$ cat config.mk
export PLATFORM = sky130hd
export DESIGN_NAME = tcc_core
export DESIGN_NICKNAME = d
export VERILOG_FILES = /design/src/core/tcc_pkg.sv /design/src/core/tcc_core.sv
export SDC_FILE = /design/constraint.sdc
export NUM_CORES = 1
export LEC_CHECK = 0
export BUFFER_PORTS_ARGS = -buffer_cell sky130_fd_sc_hd__buf_4
export CAP_MARGIN = 20
export CORE_MARGIN = 10
export CORE_UTILIZATION = 45
export CTS_CLUSTER_DIAMETER = 80
export DETAILED_ROUTE_END_ITERATION = 12
export HOLD_SLACK_MARGIN = 0.08
export PLACE_DENSITY_LB_ADDON = 0.25
export SYNTH_ARGS = -nofsm -noshare
export SYNTH_HDL_FRONTEND = slang
export SYNTH_SLANG_ARGS = --single-unit
$ cat constraint.sdc
create_clock -name sys_clk -period 3.55 [get_ports sys_clk]
set_input_delay 0.1775 -clock sys_clk [delete_from_list [all_inputs] [get_ports sys_clk]]
set_output_delay 0.1775 -clock sys_clk [all_outputs]
set_load 0.02 [all_outputs]
$ cat src/core/tcc_pkg.sv
// Package for the 16-bit timer with capture/compare channel 0
package tcc_pkg;
    // ------------------------------------------------------------
    // Register map (byte addresses)
    // ------------------------------------------------------------
    localparam logic [15:0] TCC_OFS_COUNT = 16'hFF12;
    localparam logic [15:0] TCC_OFS_CC0 = 16'hFF14;
    localparam logic [15:0] TCC_OFS_MODE = 16'hFF60;
    localparam logic [15:0] TCC_OFS_CCCTL = 16'hFF64;
    localparam logic [15:0] TCC_OFS_PRESC = 16'hFF68;
    localparam logic [15:0] TCC_OFS_TRIG = 16'hFF6C;
    // ------------------------------------------------------------
    // Field positions
    // ------------------------------------------------------------
    localparam int TCC_MODE_OVF = 0;
    localparam int TCC_MODE_LO = 1;
    localparam int TCC_MODE_HI = 3;
    localparam int TCC_CC_CAPEN = 0;
    localparam int TCC_CC_SRC = 1;
    localparam int TCC_CC_PINOUT = 2;
    localparam int TCC_PR_E0_LO = 4;
    localparam int TCC_PR_E1_LO = 6;
    localparam int TCC_TRIG_ONESHOT = 0;
    // ------------------------------------------------------------
    // Reset values and encodings
    // ------------------------------------------------------------
    localparam logic [15:0] TCC_RST_COUNT = 16'h0000;
    localparam logic [15:0] TCC_RST_CC0 = 16'h0000;
    localparam logic [7:0] TCC_RST_BYTE = 8'h00;
    localparam logic [1:0] TCC_OP_STOP = 2'h0;
    localparam logic [1:0] TCC_OP_FREE = 2'h1;
    localparam logic [1:0] TCC_OP_EDGE = 2'h2;
    localparam logic [1:0] TCC_OP_MATCH = 2'h3;
    localparam logic [1:0] TCC_EDGE_FALL = 2'h0;
    localparam logic [1:0] TCC_EDGE_RISE = 2'h1;
    localparam logic [1:0] TCC_EDGE_BOTH = 2'h3;
    localparam logic [15:0] TCC_ADDR_HI_ZERO = 16'h0000;
endpackage

$ cat src/core/tcc_core.sv
// 16-bit timer/event counter with one capture/compare channel and Avalon-MM slave
`timescale 1ns/1ns

// Overview of operation
// RULE1: Counter adds one per count clock edge while operating.
// RULE2: Counter reads freeze counting that cycle; missed pulse added next cycle.
// RULE3: Counter cleared at reset and when mode bits 3:2 are zero.
// RULE4: Counter cleared on input 0 edge or register 0 match per mode.
// RULE5: One-shot trigger write of 1 clears the counter.
// RULE6: Counter reads never capture into register 1.
// RULE7: Control bit 0 picks capture or compare for register 0.
// RULE8: Register 0 is 16-bit read/write, reset to zero.
// RULE9: Compare mode raises match interrupt when counter equals register 0.
// RULE10: Control bit 1 picks input 0 or input 1 as capture source.
// RULE11: Input 0 edge field; capture on opposite edge; both means none.
// RULE12: Input 1 edge field; capture on the selected edge.
// RULE13: Software never writes edge code 1,0.
// RULE14: Software keeps register 0 nonzero in match-clear mode.
// RULE15: Compare value zero matches after wrap, on step to 0001H.
// RULE16: Lower compare value means counting through overflow first.
// RULE17: No capture while register 0 is in compare mode.
// RULE18: Capture stores correctly even when a read coincides.
// RULE19: Shared pin is either input 1 or timer output.
// RULE20: External pulses hold each level at least two clocks.
// RULE21: Intervals from 2 to 65536 count clocks.
// RULE22: Pulse width above one, below cycle, cycle up to 65536.
// RULE23: Mode bits select stop, free-run, edge-clear, match-clear.
// RULE24: Overflow flag set on counter wrap, reads 0 otherwise.
// RULE25: Counter wraps FFFFH to 0000H and keeps counting.
module tcc_core #(
    parameter int CNT_W = 16
) (
    // Clock and reset
    input wire logic sys_clk,
    input wire logic sys_rst,
    // Count clock enable from prescaler
    input wire logic count_tick,
    // Avalon-MM slave
    input wire logic [15:0] avs_address,
    input wire logic avs_read,
    input wire logic avs_write,
    input wire logic [31:0] avs_writedata,
    input wire logic [3:0] avs_byteenable,
    output logic [31:0] avs_readdata,
    output logic avs_waitrequest,
    // Timer pins
    input wire logic timer_input_0,
    input wire logic timer_input_1,
    input wire logic timer_output_value,
    output logic shared_port_pin_out,
    output logic shared_port_pin_oe,
    // Events
    output logic channel0_match_irq,
    output logic channel0_capture_irq
);
    import tcc_pkg::*;

    initial begin
        if (CNT_W != 16) begin
            $error("tcc_core supports only a 16-bit counter");
        end
        // The edge fields are packed side by side in one byte
        if (TCC_PR_E1_LO != TCC_PR_E0_LO + 2) begin
            $error("tcc_core edge fields overlap");
        end
    end

    typedef struct packed {
        // Registers seen by software
        logic [15:0] main_counter;
        logic [15:0] capture_compare_register_0;
        logic [7:0] mode_control_reg;
        logic [7:0] cc_control_reg;
        logic [7:0] prescaler_mode_reg;
        // Pin and event state
        logic pend_tick;
        // Two flops per pin; bit 0 is the first stage and is read by nothing else
        logic [1:0] in0_sync;
        logic [1:0] in1_sync;
        logic in0_prev;
        logic in1_prev;
        logic match_irq;
        logic capture_irq;
        // Bus answer
        logic ack;
        logic [31:0] rdata;
    } tcc_state_t;

    tcc_state_t cur;
    tcc_state_t next_st;

    // ------------------------------------------------------------
    // Helpers
    // ------------------------------------------------------------
    function automatic logic edge_hit(input logic [1:0] sel, input logic prv, input logic now);
        logic rise;
        logic fall;
        rise = now & ~prv;
        fall = prv & ~now;
        case (sel)
            TCC_EDGE_FALL: begin
                edge_hit = fall;
            end
            TCC_EDGE_RISE: begin
                edge_hit = rise;
            end
            TCC_EDGE_BOTH: begin
                edge_hit = rise | fall;
            end
            // The prohibited code selects no edge here; the input 0 capture path turns it into a rising-edge capture
            default: begin
                edge_hit = 1'b0;
            end
        endcase
    endfunction

    function automatic logic is_reg(input logic [15:0] a, input logic [15:0] ofs);
        is_reg = (a == ofs);
    endfunction

    // True when a step of the counter passes through FFFFH
    function automatic logic wraps(input logic [15:0] from, input logic [15:0] to);
        wraps = (to < from);
    endfunction

    // Read mux; unmapped offsets and the write-only trigger read as zero
    function automatic logic [31:0] read_word(input tcc_state_t s, input logic [15:0] a);
        read_word = 32'h0000_0000;
        case (a)
            TCC_OFS_COUNT: begin
                read_word = {16'h0000, s.main_counter};
            end
            TCC_OFS_CC0: begin
                read_word = {16'h0000, s.capture_compare_register_0};
            end
            TCC_OFS_MODE: begin
                read_word = {24'h000000, s.mode_control_reg};
            end
            TCC_OFS_CCCTL: begin
                read_word = {24'h000000, s.cc_control_reg};
            end
            TCC_OFS_PRESC: begin
                read_word = {24'h000000, s.prescaler_mode_reg};
            end
            default: begin
                read_word = 32'h0000_0000;
            end
        endcase
    endfunction

    // Decoded fields and pin edges
    logic [1:0] op;
    logic [1:0] e0_sel;
    logic [1:0] e1_sel;
    logic in0_now;
    logic in1_now;
    logic in0_edge;
    logic in1_edge;
    logic cap_edge;

    // Counter and bus strobes
    logic counting;
    logic do_tick;
    logic rd_cnt;
    logic wr_cc0;
    logic wr_mode;
    logic oneshot;
    logic match;

    // Arithmetic and mode write helpers
    logic [15:0] cnt_inc;
    logic mode_zero;
    logic [7:0] wmode;

    always_comb begin
        next_st = cur;
        op = cur.mode_control_reg[TCC_MODE_HI:TCC_MODE_HI-1];
        e0_sel = cur.prescaler_mode_reg[TCC_PR_E0_LO+1:TCC_PR_E0_LO];
        e1_sel = cur.prescaler_mode_reg[TCC_PR_E1_LO+1:TCC_PR_E1_LO];
        in0_now = cur.in0_sync[1];
        in1_now = cur.in1_sync[1];
        in0_edge = edge_hit(e0_sel, cur.in0_prev, in0_now);
        in1_edge = edge_hit(e1_sel, cur.in1_prev, in1_now);

        // ------------------------------------------------------------
        // Strobes
        // ------------------------------------------------------------
        // A counter read freezes counting at the edge where the request is taken
        rd_cnt = avs_read & is_reg(avs_address, TCC_OFS_COUNT) & ~cur.ack;
        // Writes land at the edge where waitrequest is low, never earlier, so a
        // master that retracts a request during the wait state changes nothing
        wr_cc0 = avs_write & cur.ack & is_reg(avs_address, TCC_OFS_CC0)
            & (avs_byteenable[1:0] == 2'h3);
        wr_mode = avs_write & cur.ack & is_reg(avs_address, TCC_OFS_MODE)
            & avs_byteenable[0];
        oneshot = avs_write & cur.ack & is_reg(avs_address, TCC_OFS_TRIG)
            & avs_byteenable[0] & avs_writedata[TCC_TRIG_ONESHOT];
        wmode = avs_writedata[7:0];

        // ------------------------------------------------------------
        // Synchronisers
        // ------------------------------------------------------------
        next_st.in0_sync = {cur.in0_sync[0], timer_input_0};
        next_st.in1_sync = {cur.in1_sync[0], timer_input_1};
        next_st.in0_prev = in0_now;
        next_st.in1_prev = in1_now;
        // RULE19: pin role exclusive
        in1_edge = in1_edge & ~cur.cc_control_reg[TCC_CC_PINOUT];

        // ------------------------------------------------------------
        // Counter
        // ------------------------------------------------------------
        counting = (op != TCC_OP_STOP);
        // RULE2: hold during read
        do_tick = counting & (count_tick | cur.pend_tick) & ~rd_cnt;
        next_st.pend_tick = counting & rd_cnt & (count_tick | cur.pend_tick);
        // RULE1: increment
        // RULE25: wrap and continue
        // A tick held over from a read cycle adds on top of a fresh tick, so a
        // read never costs a count pulse
        cnt_inc = cur.main_counter + 16'h0001 + {15'h0000, count_tick & cur.pend_tick};

        // ------------------------------------------------------------
        // Compare
        // ------------------------------------------------------------
        // RULE16: a compare value below the count is met only after the wrap
        // RULE22: compare points set the pulse cycle for the outside output stage
        // RULE9: compare match
        // RULE15: zero compare matches on 0001H step after wrap
        match = ~cur.cc_control_reg[TCC_CC_CAPEN] & counting
            & (cur.main_counter == cur.capture_compare_register_0) & do_tick;
        if (cur.capture_compare_register_0 == TCC_RST_CC0 && op != TCC_OP_MATCH) begin
            match = ~cur.cc_control_reg[TCC_CC_CAPEN] & do_tick
                & (cur.main_counter == 16'h0000) & cur.mode_control_reg[TCC_MODE_OVF];
        end
        if (do_tick) begin
            next_st.main_counter = cnt_inc;
            // RULE24: overflow flag
            if (wraps(cur.main_counter, cnt_inc)) begin
                next_st.mode_control_reg[TCC_MODE_OVF] = 1'b1;
            end
        end
        // RULE21: match clear gives intervals of compare value plus one ticks
        // RULE4: clear on edge or match
        if ((op == TCC_OP_EDGE && in0_edge) || (op == TCC_OP_MATCH && match)) begin
            next_st.main_counter = TCC_RST_COUNT;
        end
        // RULE5: one-shot clear
        if (oneshot && counting) begin
            next_st.main_counter = TCC_RST_COUNT;
        end
        next_st.match_irq = match;

        // ------------------------------------------------------------
        // Capture
        // ------------------------------------------------------------
        // RULE10: source select
        // RULE11: opposite edge of input 0
        // RULE12: selected edge of input 1
        if (cur.cc_control_reg[TCC_CC_SRC]) begin
            cap_edge = (e0_sel == TCC_EDGE_BOTH) ? 1'b0
                : edge_hit(~e0_sel & 2'h1, cur.in0_prev, in0_now);
        end else begin
            cap_edge = in1_edge;
        end
        // RULE7: capture or compare
        // RULE17: no capture in compare mode
        cap_edge = cap_edge & cur.cc_control_reg[TCC_CC_CAPEN] & counting;
        next_st.capture_irq = cap_edge;

        // ------------------------------------------------------------
        // Register writes
        // ------------------------------------------------------------
        // RULE8: 16-bit access only
        if (wr_cc0) begin
            next_st.capture_compare_register_0 = avs_writedata[15:0];
        end
        // RULE18: capture wins over a coinciding access
        // RULE6: only the hardware trigger captures
        if (cap_edge) begin
            next_st.capture_compare_register_0 = cur.main_counter;
        end
        if (wr_mode) begin
            // RULE23: mode select
            next_st.mode_control_reg = {4'h0, wmode[3:1],
                wmode[TCC_MODE_OVF] & cur.mode_control_reg[TCC_MODE_OVF]};
            // Set wins over a clearing write in the same cycle
            if (do_tick && wraps(cur.main_counter, cnt_inc)) begin
                next_st.mode_control_reg[TCC_MODE_OVF] = 1'b1;
            end
            mode_zero = (wmode[TCC_MODE_HI:TCC_MODE_HI-1] == TCC_OP_STOP);
            // RULE3: stop clears counter
            if (mode_zero) begin
                next_st.main_counter = TCC_RST_COUNT;
                next_st.pend_tick = 1'b0;
            end
        end else begin
            mode_zero = 1'b0;
        end
        if (avs_write && cur.ack && avs_byteenable[0]) begin
            if (is_reg(avs_address, TCC_OFS_CCCTL)) begin
                next_st.cc_control_reg = {5'h00, avs_writedata[2:0]};
            end
            if (is_reg(avs_address, TCC_OFS_PRESC)) begin
                next_st.prescaler_mode_reg = {avs_writedata[7:4], 4'h0};
            end
        end
        // ------------------------------------------------------------
        // Bus answer: one wait cycle, then ack
        // Read data is latched as the request is taken and stands until the next one
        // ------------------------------------------------------------
        next_st.ack = (avs_read | avs_write) & ~cur.ack;
        if ((avs_read | avs_write) && !cur.ack) begin
            next_st.rdata = 32'h0000_0000;
            if (avs_read) begin
                next_st.rdata = read_word(cur, avs_address);
            end
        end
    end

    always_ff @(posedge sys_clk or posedge sys_rst) begin
        if (sys_rst) begin
            cur <= '0;
        end else begin
            cur <= next_st;
        end
    end

    // ------------------------------------------------------------
    // Outputs
    // ------------------------------------------------------------
    assign avs_waitrequest = (avs_read | avs_write) & ~cur.ack;
    assign avs_readdata = cur.rdata;
    assign channel0_match_irq = cur.match_irq;
    assign channel0_capture_irq = cur.capture_irq;

    // The pin is driven only in its output role; input 1 edges are masked then
    assign shared_port_pin_out = timer_output_value;
    assign shared_port_pin_oe = cur.cc_control_reg[TCC_CC_PINOUT];
endmodule

Yosys cells after proc, flatten, opt, wreduce, memory -nomap -nowiden
Cells that the tools add are included.

Register bits: 85. Latch bits: 0. RAM bits: 0. ROM bits: 0. Memories: 0.

Add/subtract/negate cells: 2. Multiply operators: 0. Div/mod/pow operators: 0. Order comparisons: 1. Eq/ne operators: 15. Shifts and indexed selects: 0. Multiplexer cells: 21. Bitwise operators: 43. Reductions and logical operators: 23.

Operator list (count): $mux 16 (8); $eq 16x16->1 const B (6); $pmux 16 s5 (1); $logic_not 16->1 (2); $and 1x1->1 (30); $add 16x1->16 (1); $add 16x1->16 const B (1); $eq 16x16->1 (1); $lt 16x16->1 (1); $eq 2x2->1 const B (5); $mux 1 (9); $not 1->1 (9); $logic_and 1x1->1 (8); $logic_not 2->1 (4); $reduce_bool 2->1 (4); $pmux 1 s3 (2); $reduce_and 2->1 (3); $eq 2x1->1 const B (2); $or 1x1->1 (4); $ne 2x2->1 const B (1); $pmux 1 s2 (1); $logic_not 1->1 (1); $logic_or 1x1->1 (1).

Longest topological paths before layout
Gate-level depths: netlist (run 1).

Word-level depth: 15. Depth in mapped cells: 15.

Least setup slack after synthesis (run 1)
Ideal clock, no wire load.

Kind: reg-to-reg. Start point: register cur[82] (netlist bit). End point: register cur[58] (netlist bit). Arrival time: 2.592 ns. Path slack: 0.862 ns. Stages on the path, launching flop included: 15. Path buffers: 0. Clock period less this slack: 2.688 ns. Cell sequence: dfrtp_1 inv_1 ha_1 inv_1 ha_1 and3_2 and3_1 nand3_1 nor2_1 ha_1 nand2_1 or3_1 nand4_1 nand4_1 o31ai_1.

Cells in the longest elaborated chain, start to end: 6.

Ends and longest elaborated chain: from (decl) (line tcc_core.sv:89) `tcc_state_t cur;`; from (signal assigned) (line tcc_core.sv:325) `cur <= next_st;`; $add 16x1->16 (2 in series) (line tcc_core.sv:221) `cnt_inc = cur.main_counter + 16'h0001 + {15'h0000, count_tick & cur.pend_tick};`; $lt 16x16->1 * (line tcc_core.sv:123) `wraps = (to < from);`; $logic_and 1x1->1 (line tcc_core.sv:288) `if (do_tick && wraps(cur.main_counter, cnt_inc)) begin`; $mux 1 (line tcc_core.sv:288); $mux 1 (line tcc_core.sv:283) `if (wr_mode) begin`.

Mark *: on every way between the ends. The rest lies on a longest branch, timed or not. A chain may end at the register's enable or synchronous reset.

Final worst setup path (run 1)
Start point: register cur[41] (netlist bit). End point: register cur[58] (netlist bit).

Cells in the longest elaborated chain, start to end: 6.

Ends and longest elaborated chain (line): $and 1x1->1 / $or 1x1->1 (equally long branches) (tcc_core.sv:221, tcc_core.sv:215); $add 16x1->16 / $and 1x1->1 (equally long branches) (tcc_core.sv:221, tcc_core.sv:215); $lt 16x16->1 / $and 1x1->1 (equally long branches) (tcc_core.sv:123, tcc_core.sv:215); $logic_and 1x1->1 (tcc_core.sv:288); $mux 1 (tcc_core.sv:288); $mux 1 (tcc_core.sv:283).

Parallel ways exist; a longest one is shown, timed or not.

==> results_dict.tcl, run 1 <==
set metrics [dict create \
    yosysUniqueCellTypes 64 \
    portBuffers 60 \
    pwr-share-comb_pct 7.4 \
    hold_viol 0 \
    vias_per_cell 5.39 \
    path_clk_slew_ns 0.08 \
    yosys_warnings 0 \
    wl_um 10900 \
    hold_slack_ns 0.0842 \
    grtUsageTotal_pct 15.5 \
    clock_latency_ns 0.36 \
    yosys.area.top_type_share_pct 38.5 \
    vdd_drop_max_v 0.000146 \
    cts_setup_buffers 0 \
    cts-resized-gates 0 \
    cp_data_required_time_ns 3.82 \
    final_layout_size_suffix_gt1_share_pct 23.6 \
    slew_violations 0 \
    nets 581 \
    maxCapViolations 0 \
    fmax_ghz 0.339 \
    die_area_sq_um 14300 \
    p_leak_nw 2.14 \
    cp_max_fo 5 \
    final_util_pct 52.4 \
    yosys.area_share.simple_pct 18.7 \
    synth.cell_area_sq_um 4480 \
    n_fill_cell 921 \
    ctsHoldBuffers 8 \
    min_period_ns 2.95 \
    stdcell_area_sq_um 5090 \
    boundaryPins 97 \
    p_sw_w 0.000394 \
    synth_seq_area_share_pct 38.5 \
    rsz0062_at_grt "no" \
    ys.flop_type "dfrtp_1" \
    r2r_cells 14 \
    synth_top_family_by_area "simple AND/OR/NAND/NOR gates" \
    yosys-mux-area-fraction_pct 7.01 \
    outcome "complete, no violations" \
    drc_errors 0 \
    synth_seq_cells 69 \
    avgSynthCellArea_sq_um 9.64 \
    cts_sinks 69 \
    vias 3474 \
    place_area_sq_um 4780 \
    worstPathArrival_ns 3.22 \
    synth_compound_area_share_pct 14.1 \
    cts_tree "done" \
    reg2reg_to "cur[58]" \
    first_pass_iters 6 \
    dpl.hpwl_um 8110 \
    start_kind "flip-flop" \
    grt_max_degree 42 \
    antennaDiodeCount 0 \
    wl_per_cell_um 16.9 \
    fin_crit_sh_pct 83.0 \
    grt_pass1_wl_um 18300 \
    start_util_pct 46.1 \
    cts_buffer_depth 2 \
    power.clock.fraction_pct 44.3 \
    synth-async-reset-ratio_pct 100 \
    finalClockSkew_ns 0.0101 \
    reg2reg_slack_ns 0.60 \
    grt_overflow 0 \
    antenna_left 0 \
    first_iter_violations 222 \
    area.sequential_sq_um 1730 \
    htreeDepth 3 \
    synth_edf_count 0 \
    cts_root_buf "clkbuf_8" \
    max_slew_margin_pct 46.7 \
    worstSetupEndpointType "flip-flop" \
    grt_pass1_vias 3577 \
    numCtsBuffers 9 \
    synth.area.top_cells "dfrtp_1 (39%), buf_4 (5.9%), mux2i_1 (4.2%)" \
    area_delta_synth_final_pct 13.7 \
    worstSetupPathType "reg2reg" \
    synthXorXnorAreaFrac_pct 6.20 \
    crit_end "cur[58]" \
    antenna_found_initial 0 \
    place.gp.congestion 0.847 \
    powerDensity_nw_per_um2 324 \
    multi_input_area_sq_um 2300 \
    swShare_pct 23.9 \
    syn_inst 465 \
    netlist.top_cell.by_area "dfrtp_1" \
    core_sq_um 9730 \
    min_path_type "in2reg" \
    p_seq_share_pct 48.3 \
    die_w_um 120 \
    synth_fa_ha_area_share_pct 3.91 \
    finalSetupTns_ns 0 \
    num_rows 36 \
    worst_slew_pin_slew_ns 0.799 \
    die_y_um 120 \
    reg2reg_from "cur[41]" \
    startpoint "cur[41]" \
    setup_viol 0 \
    p_int_w 0.00126 \
]
-- placed cells by master, fill, tap and decap left out, types with 16 or more instances in the layout --
master,instances
inv_1,17
mux2i_1,19
dfrtp_1,69
nor2_1,25
xnor2_1,19
buf_4,68
conb_1,16
o21ai_0,30
nand2_1,44
-- synth_stat cells (8+ instances only) --
master,n
dfrtp_1,69
nand2_1,44
buf_4,35
o21ai_0,30
nor2_1,25
mux2i_1,19
xnor2_1,19
inv_1,18
ha_1,14
nand4_1,14
mux2_2,11
and3_1,10
nand3_1,10
a22oi_1,9
xor2_1,9
buf_2,8
buf_6,8
nor2_2,8
o21ai_1,8
-- area by class of cell --
| class | count | area share (%) |
|---|---|---|
| clock buffers | 10 | 2.70 |
| repair buffers | 77 | 12.0 |
| inverters | 18 | 1.33 |
| well taps | 133 | 3.27 |
| multi-input cells | 332 | 45.1 |
| clock inverters | 6 | 1.69 |
| flip-flops and latches | 69 | 33.9 |
-- worst min path at each step --
| stage | slack, ns | endpoint | depth (start not counted) | from |
|---|---|---|---|---|
| 6_report | 0.08 | cur[51] | 2 | avs_writedata[1] |
| 3_3_place_gp | 0.29 | avs_readdata[14] | 2 | sys_rst |
| 5_1_grt | 0.08 | cur[50] | 2 | avs_writedata[0] |
| 3_5_place_dp | 0.29 | avs_readdata[12] | 2 | sys_rst |
| 4_1_cts | 0.08 | cur[51] | 2 | avs_writedata[1] |
| 2_1_floorplan | 0.21 | cur[37] | 0 | timer_input_1 |
-- sequential cells by signal, summed over array words and instances, names as in the netlist --
register	flops
shared_port_pin_oe	1
cur	50
avs_readdata	16
channel0_match_irq	1
channel0_capture_irq	1
-- kinds of logic (layout without fill, tap and decap cells) --
family | count (synthesis) | count (layout)
AND/OR/NAND/NOR | 153 | 153
AO/OA/AOI/OAI | 89 | 89
other | 1 | 16
adder cells (fa/ha/maj) | 14 | 14
buffers and inverters | 79 | 111
flip-flops | 69 | 69
XOR/XNOR | 30 | 30
multiplexers | 30 | 30
-- routing by layer --
layer  wire, um  global-route usage (%)  up-vias
met5          0                       0        -
met4        103                    3.92        0
met3        753                    4.59        9
met2       5230                    25.3       95
met1       4840                    19.7     1676
li1           -                       -     1694
-- worst max-delay path, cell delays in order, from the launching register on --
cell     delay, ns
dfrtp_1       0.40
nand2_1       0.09
ha_1          0.23
inv_1         0.06
ha_1          0.19
and3_2        0.22
and3_1        0.21
nand3_1       0.17
nor2_1        0.06
ha_1          0.34
nand2_1       0.08
or3_1         0.36
nand4_1       0.10
nand4_1       0.09
o31ai_1       0.26
-- power groups by stage --
stage / clock, W / sequential (W) / combinational [W]
final: 0.000732 / 0.000797 / 0.000122
after global routing: 0.000777 / 0.000797 / 0.000136
after CTS: 0.000742 / 0.000796 / 0.000121
after detailed placement: 0 / 0.000812 / 0.000114
after global placement: 0 / 0.000811 / 0.000112
after floorplan: 0 / 0.000809 / 0.0000725
-- through the flow --
stage / total power, W / worst slack [ns] / std cells
after CTS: 0.00166 / 0.600 / 644
final: 0.00165 / 0.602 / 645
after global placement: 0.000924 / 0.682 / 620
after global routing: 0.00171 / 0.313 / 645
after floorplan: 0.000881 / 0.862 / 480
after detailed placement: 0.000926 / 0.648 / 620
Note: power is estimated with default switching activity, not from simulation.
==> inputs of run 2 (changes only) <==
--- a/config.mk
+++ b/config.mk
@@ -5,6 +5,7 @@
 export SDC_FILE = /design/constraint.sdc
 export NUM_CORES = 1
 export LEC_CHECK = 0
+export ABC_AREA = 1
 export BUFFER_PORTS_ARGS = -buffer_cell sky130_fd_sc_hd__buf_4
 export CAP_MARGIN = 20
 export CORE_MARGIN = 10
==> constraint.sdc (replaced) <==
create_clock -name sys_clk -period 2.8 [get_ports sys_clk]
set_input_delay 0.14 -clock sys_clk [delete_from_list [all_inputs] [get_ports sys_clk]]
set_output_delay 0.14 -clock sys_clk [all_outputs]
set_load 0.02 [all_outputs]
==> results_dict.tcl, run 2 <==
set metrics [dict create \
    outcome "complete, no violations" \
    htreeDepth 3 \
    reg2reg_slack_ns 0.14 \
    start_util_pct 46.2 \
    grtUsageTotal_pct 17.8 \
    place.gp.congestion 0.926 \
    grt_pass1_wl_um 21500 \
    min_path_cells 5 \
    wl_met1_um 5910 \
    cts_buffer_depth 2 \
    setup_viol 0 \
    max_slew_margin_pct 52.2 \
    place_area_sq_um 5110 \
    final_cells 873 \
    final_layout_size_suffix_gt1_share_pct 17.9 \
    synth_edf_count 0 \
    netlist.top_cell.by_area "dfrtp_1" \
    min_from "avs_writedata[15]" \
    worstSetupPathType "reg2reg" \
    p_int_w 0.00162 \
    layout_common_cells "nand2_1 (221), inv_1 (72), dfrtp_1 (69)" \
    cp_max_fo 2 \
    syn_inst 681 \
    synth_top_family_by_area "simple AND/OR/NAND/NOR gates" \
    yosys.area_share.simple_pct 36.3 \
    r2r_cells 18 \
    swShare_pct 30.5 \
    worstPathArrival_ns 2.88 \
    largest_register_ffs 50 \
    fmax_ghz 0.376 \
    p_leak_nw 2.83 \
    yosys.area.top_type_share_pct 36.4 \
    worstSetupEndpointType "flip-flop" \
    worst_slew_pin_slew_ns 0.716 \
    synth_common_cells "nand2_1 (222), inv_1 (77), dfrtp_1 (69), nand3_1 (54), nor2_1 (50)" \
    synth-async-reset-ratio_pct 100 \
    min_period_ns 2.66 \
    yosysUniqueCellTypes 36 \
    first_iter_violations 305 \
    area_delta_synth_final_pct 15.0 \
    slew_violations 0 \
    wl_um 13200 \
    die_w_um 123 \
    p_seq_share_pct 46.3 \
    first_pass_iters 5 \
    mostFrequentLayoutCell "nand2_1" \
    cts_sinks 69 \
    reg2reg_from "cur[41]" \
    maxCapViolations 0 \
    p_sw_w 0.000711 \
    yosys-mux-area-fraction_pct 0 \
    min_path_type "in2reg" \
    avgSynthCellArea_sq_um 6.97 \
    boundaryPins 97 \
    synth.area.top_cells "dfrtp_1 (36%), nand2_1 (18%), inv_1 (6.1%)" \
    vias_per_cell 5.15 \
    synthXorXnorAreaFrac_pct 1.48 \
    drc_errors 0 \
    cp_data_required_time_ns 3.02 \
    powerDensity_nw_per_um2 427 \
    worstHoldEndpoint "cur[81]" \
    cts_root_buf "clkbuf_8" \
    grt_overflow 0 \
    reg2reg_to "cur[58]" \
    dpl.hpwl_um 10300 \
    hold_viol 0 \
    cts_tree "done" \
    synth_most_common_cell "nand2_1" \
    place_inst 847 \
    route.met3.wl_um 878 \
    synth_seq_area_share_pct 36.4 \
    fin_crit_sh_pct 94.9 \
    regMostFlops "cur" \
    vdd_drop_max_v 0.000185 \
    synth_compound_area_share_pct 8.07 \
    clock_latency_ns 0.36 \
    yosys_warnings 0 \
    vias 4493 \
    wl_per_cell_um 15.1 \
    power.clock.fraction_pct 35.8 \
    pwr-share-comb_pct 17.9 \
    synth_seq_cells 69 \
    portBuffers 60 \
    top_layer "met4" \
    die_y_um 123 \
    numCtsBuffers 9 \
    die_area_sq_um 15100 \
    start_kind "flip-flop" \
    grt_max_degree 35 \
    n_fill_cell 1031 \
    startpoint "cur[41]" \
    finalClockSkew_ns 0.0151 \
    ys.flop_type "dfrtp_1" \
    total_power_w 0.00233 \
    path_clk_slew_ns 0.09 \
    grt_pass1_vias 4344 \
    synth.cell_area_sq_um 4750 \
    num_rows 37 \
    core_sq_um 10300 \
    nets 806 \
    routed-wl-met2_um 6170 \
    synth_fa_ha_area_share_pct 3.69 \
    antennaDiodeCount 0 \
    hold_slack_ns 0.102 \
    antenna_left 0 \
    antenna_found_initial 0 \
    stdcell_area_sq_um 5460 \
]
[run 2: changes by cell type after synthesis, moves of 10 or more]
cell / before / now
mux2i_1: 19 / 0
inv_1: 18 / 77
mux2_2: 11 / 0
and3_1: 10 / 0
nor2_1: 25 / 50
nand3_1: 10 / 54
o21ai_0: 30 / 44
xnor2_1: 19 / 3
nand2_1: 44 / 222
[run 2: how the worst max path moves through the flow]
stage | slack [ns] | end | cells after the start
after floorplan | 0.26 | cur[58] | 18
after global placement | 0.16 | cur[58] | 18
after detailed placement | 0.11 | cur[58] | 18
after CTS | 0.09 | cur[58] | 18
after global routing | -0.11 | cur[58] | 18
final | 0.14 | cur[58] | 18
[run 2: timing repair]
action                                 CTS  global route
setup endpoints to repair                0             1
hold buffers                             8             0
endpoints found under the hold margin   39             0
resized for setup                        0            15
buffers inserted                         0             2
[run 2: cell families (layout without fill, tap and decap cells)]
group,Yosys count,in the layout
AO/OA/AOI/OAI,70,70
flip-flops,69,69
buffers and inverters,134,175
AND/OR/NAND/NOR,385,385
XOR/XNOR,8,8
other,1,16
adder cells (fa/ha/maj),14,14
[run 2: power groups by stage]
stage | Sequential, W | Clock [W] | Combinational (W)
detailed placement | 0.00109 | 0 | 0.000392
global route | 0.00108 | 0.000887 | 0.000473
CTS | 0.00107 | 0.000846 | 0.000402
global placement | 0.00109 | 0 | 0.000384
floorplan | 0.00107 | 0 | 0.000305
finish | 0.00108 | 0.000834 | 0.000418
[run 2: per-layer routing]
| metal | track usage (%) | vias to the layer above |
|---|---|---|
| met5 | 0 | - |
| met4 | 6.11 | 0 |
| met3 | 4.04 | 21 |
| met2 | 28.1 | 132 |
| met1 | 23.4 | 2127 |
| li1 | - | 2213 |
[run 2: worst max-delay path, cell delays in order, from the launching register on]
cell     delay [ns]
dfrtp_1        0.36
nand2_2        0.08
ha_4           0.17
inv_2          0.06
ha_4           0.15
nand3_4        0.09
nor2_4         0.15
inv_2          0.06
nor3_4         0.20
inv_2          0.06
nor4_2         0.23
ha_1           0.29
xnor2_1        0.13
nor2_1         0.13
nand2_1        0.08
nor2_1         0.08
nand2_1        0.06
nand3_1        0.08
nand2_1        0.05
[run 2: cell type report]
cell class | instances | area, sq um | area share [%]
Clock inverter | 4 | 47.5 | 0.871
Inverter | 84 | 315 | 5.78
Tap cell | 136 | 170 | 3.12
Sequential cell | 69 | 1730 | 31.6
Timing Repair Buffer | 75 | 583 | 10.7
Clock buffer | 12 | 145 | 2.66
Multi-Input combinational cell | 493 | 2470 | 45.2
[run 2: stage by stage]
| stage | TNS (ns) | utilization [%] | setup WS, ns |
|---|---|---|---|
| final | 0 | 53.1 | 0.144 |
| after global routing | -0.105 | 53.1 | -0.105 |
| after CTS | 0 | 52.4 | 0.0897 |
| after detailed placement | 0 | 49.7 | 0.106 |
| after global placement | 0 | 49.7 | 0.158 |
| after floorplan | 0 | - | 0.265 |
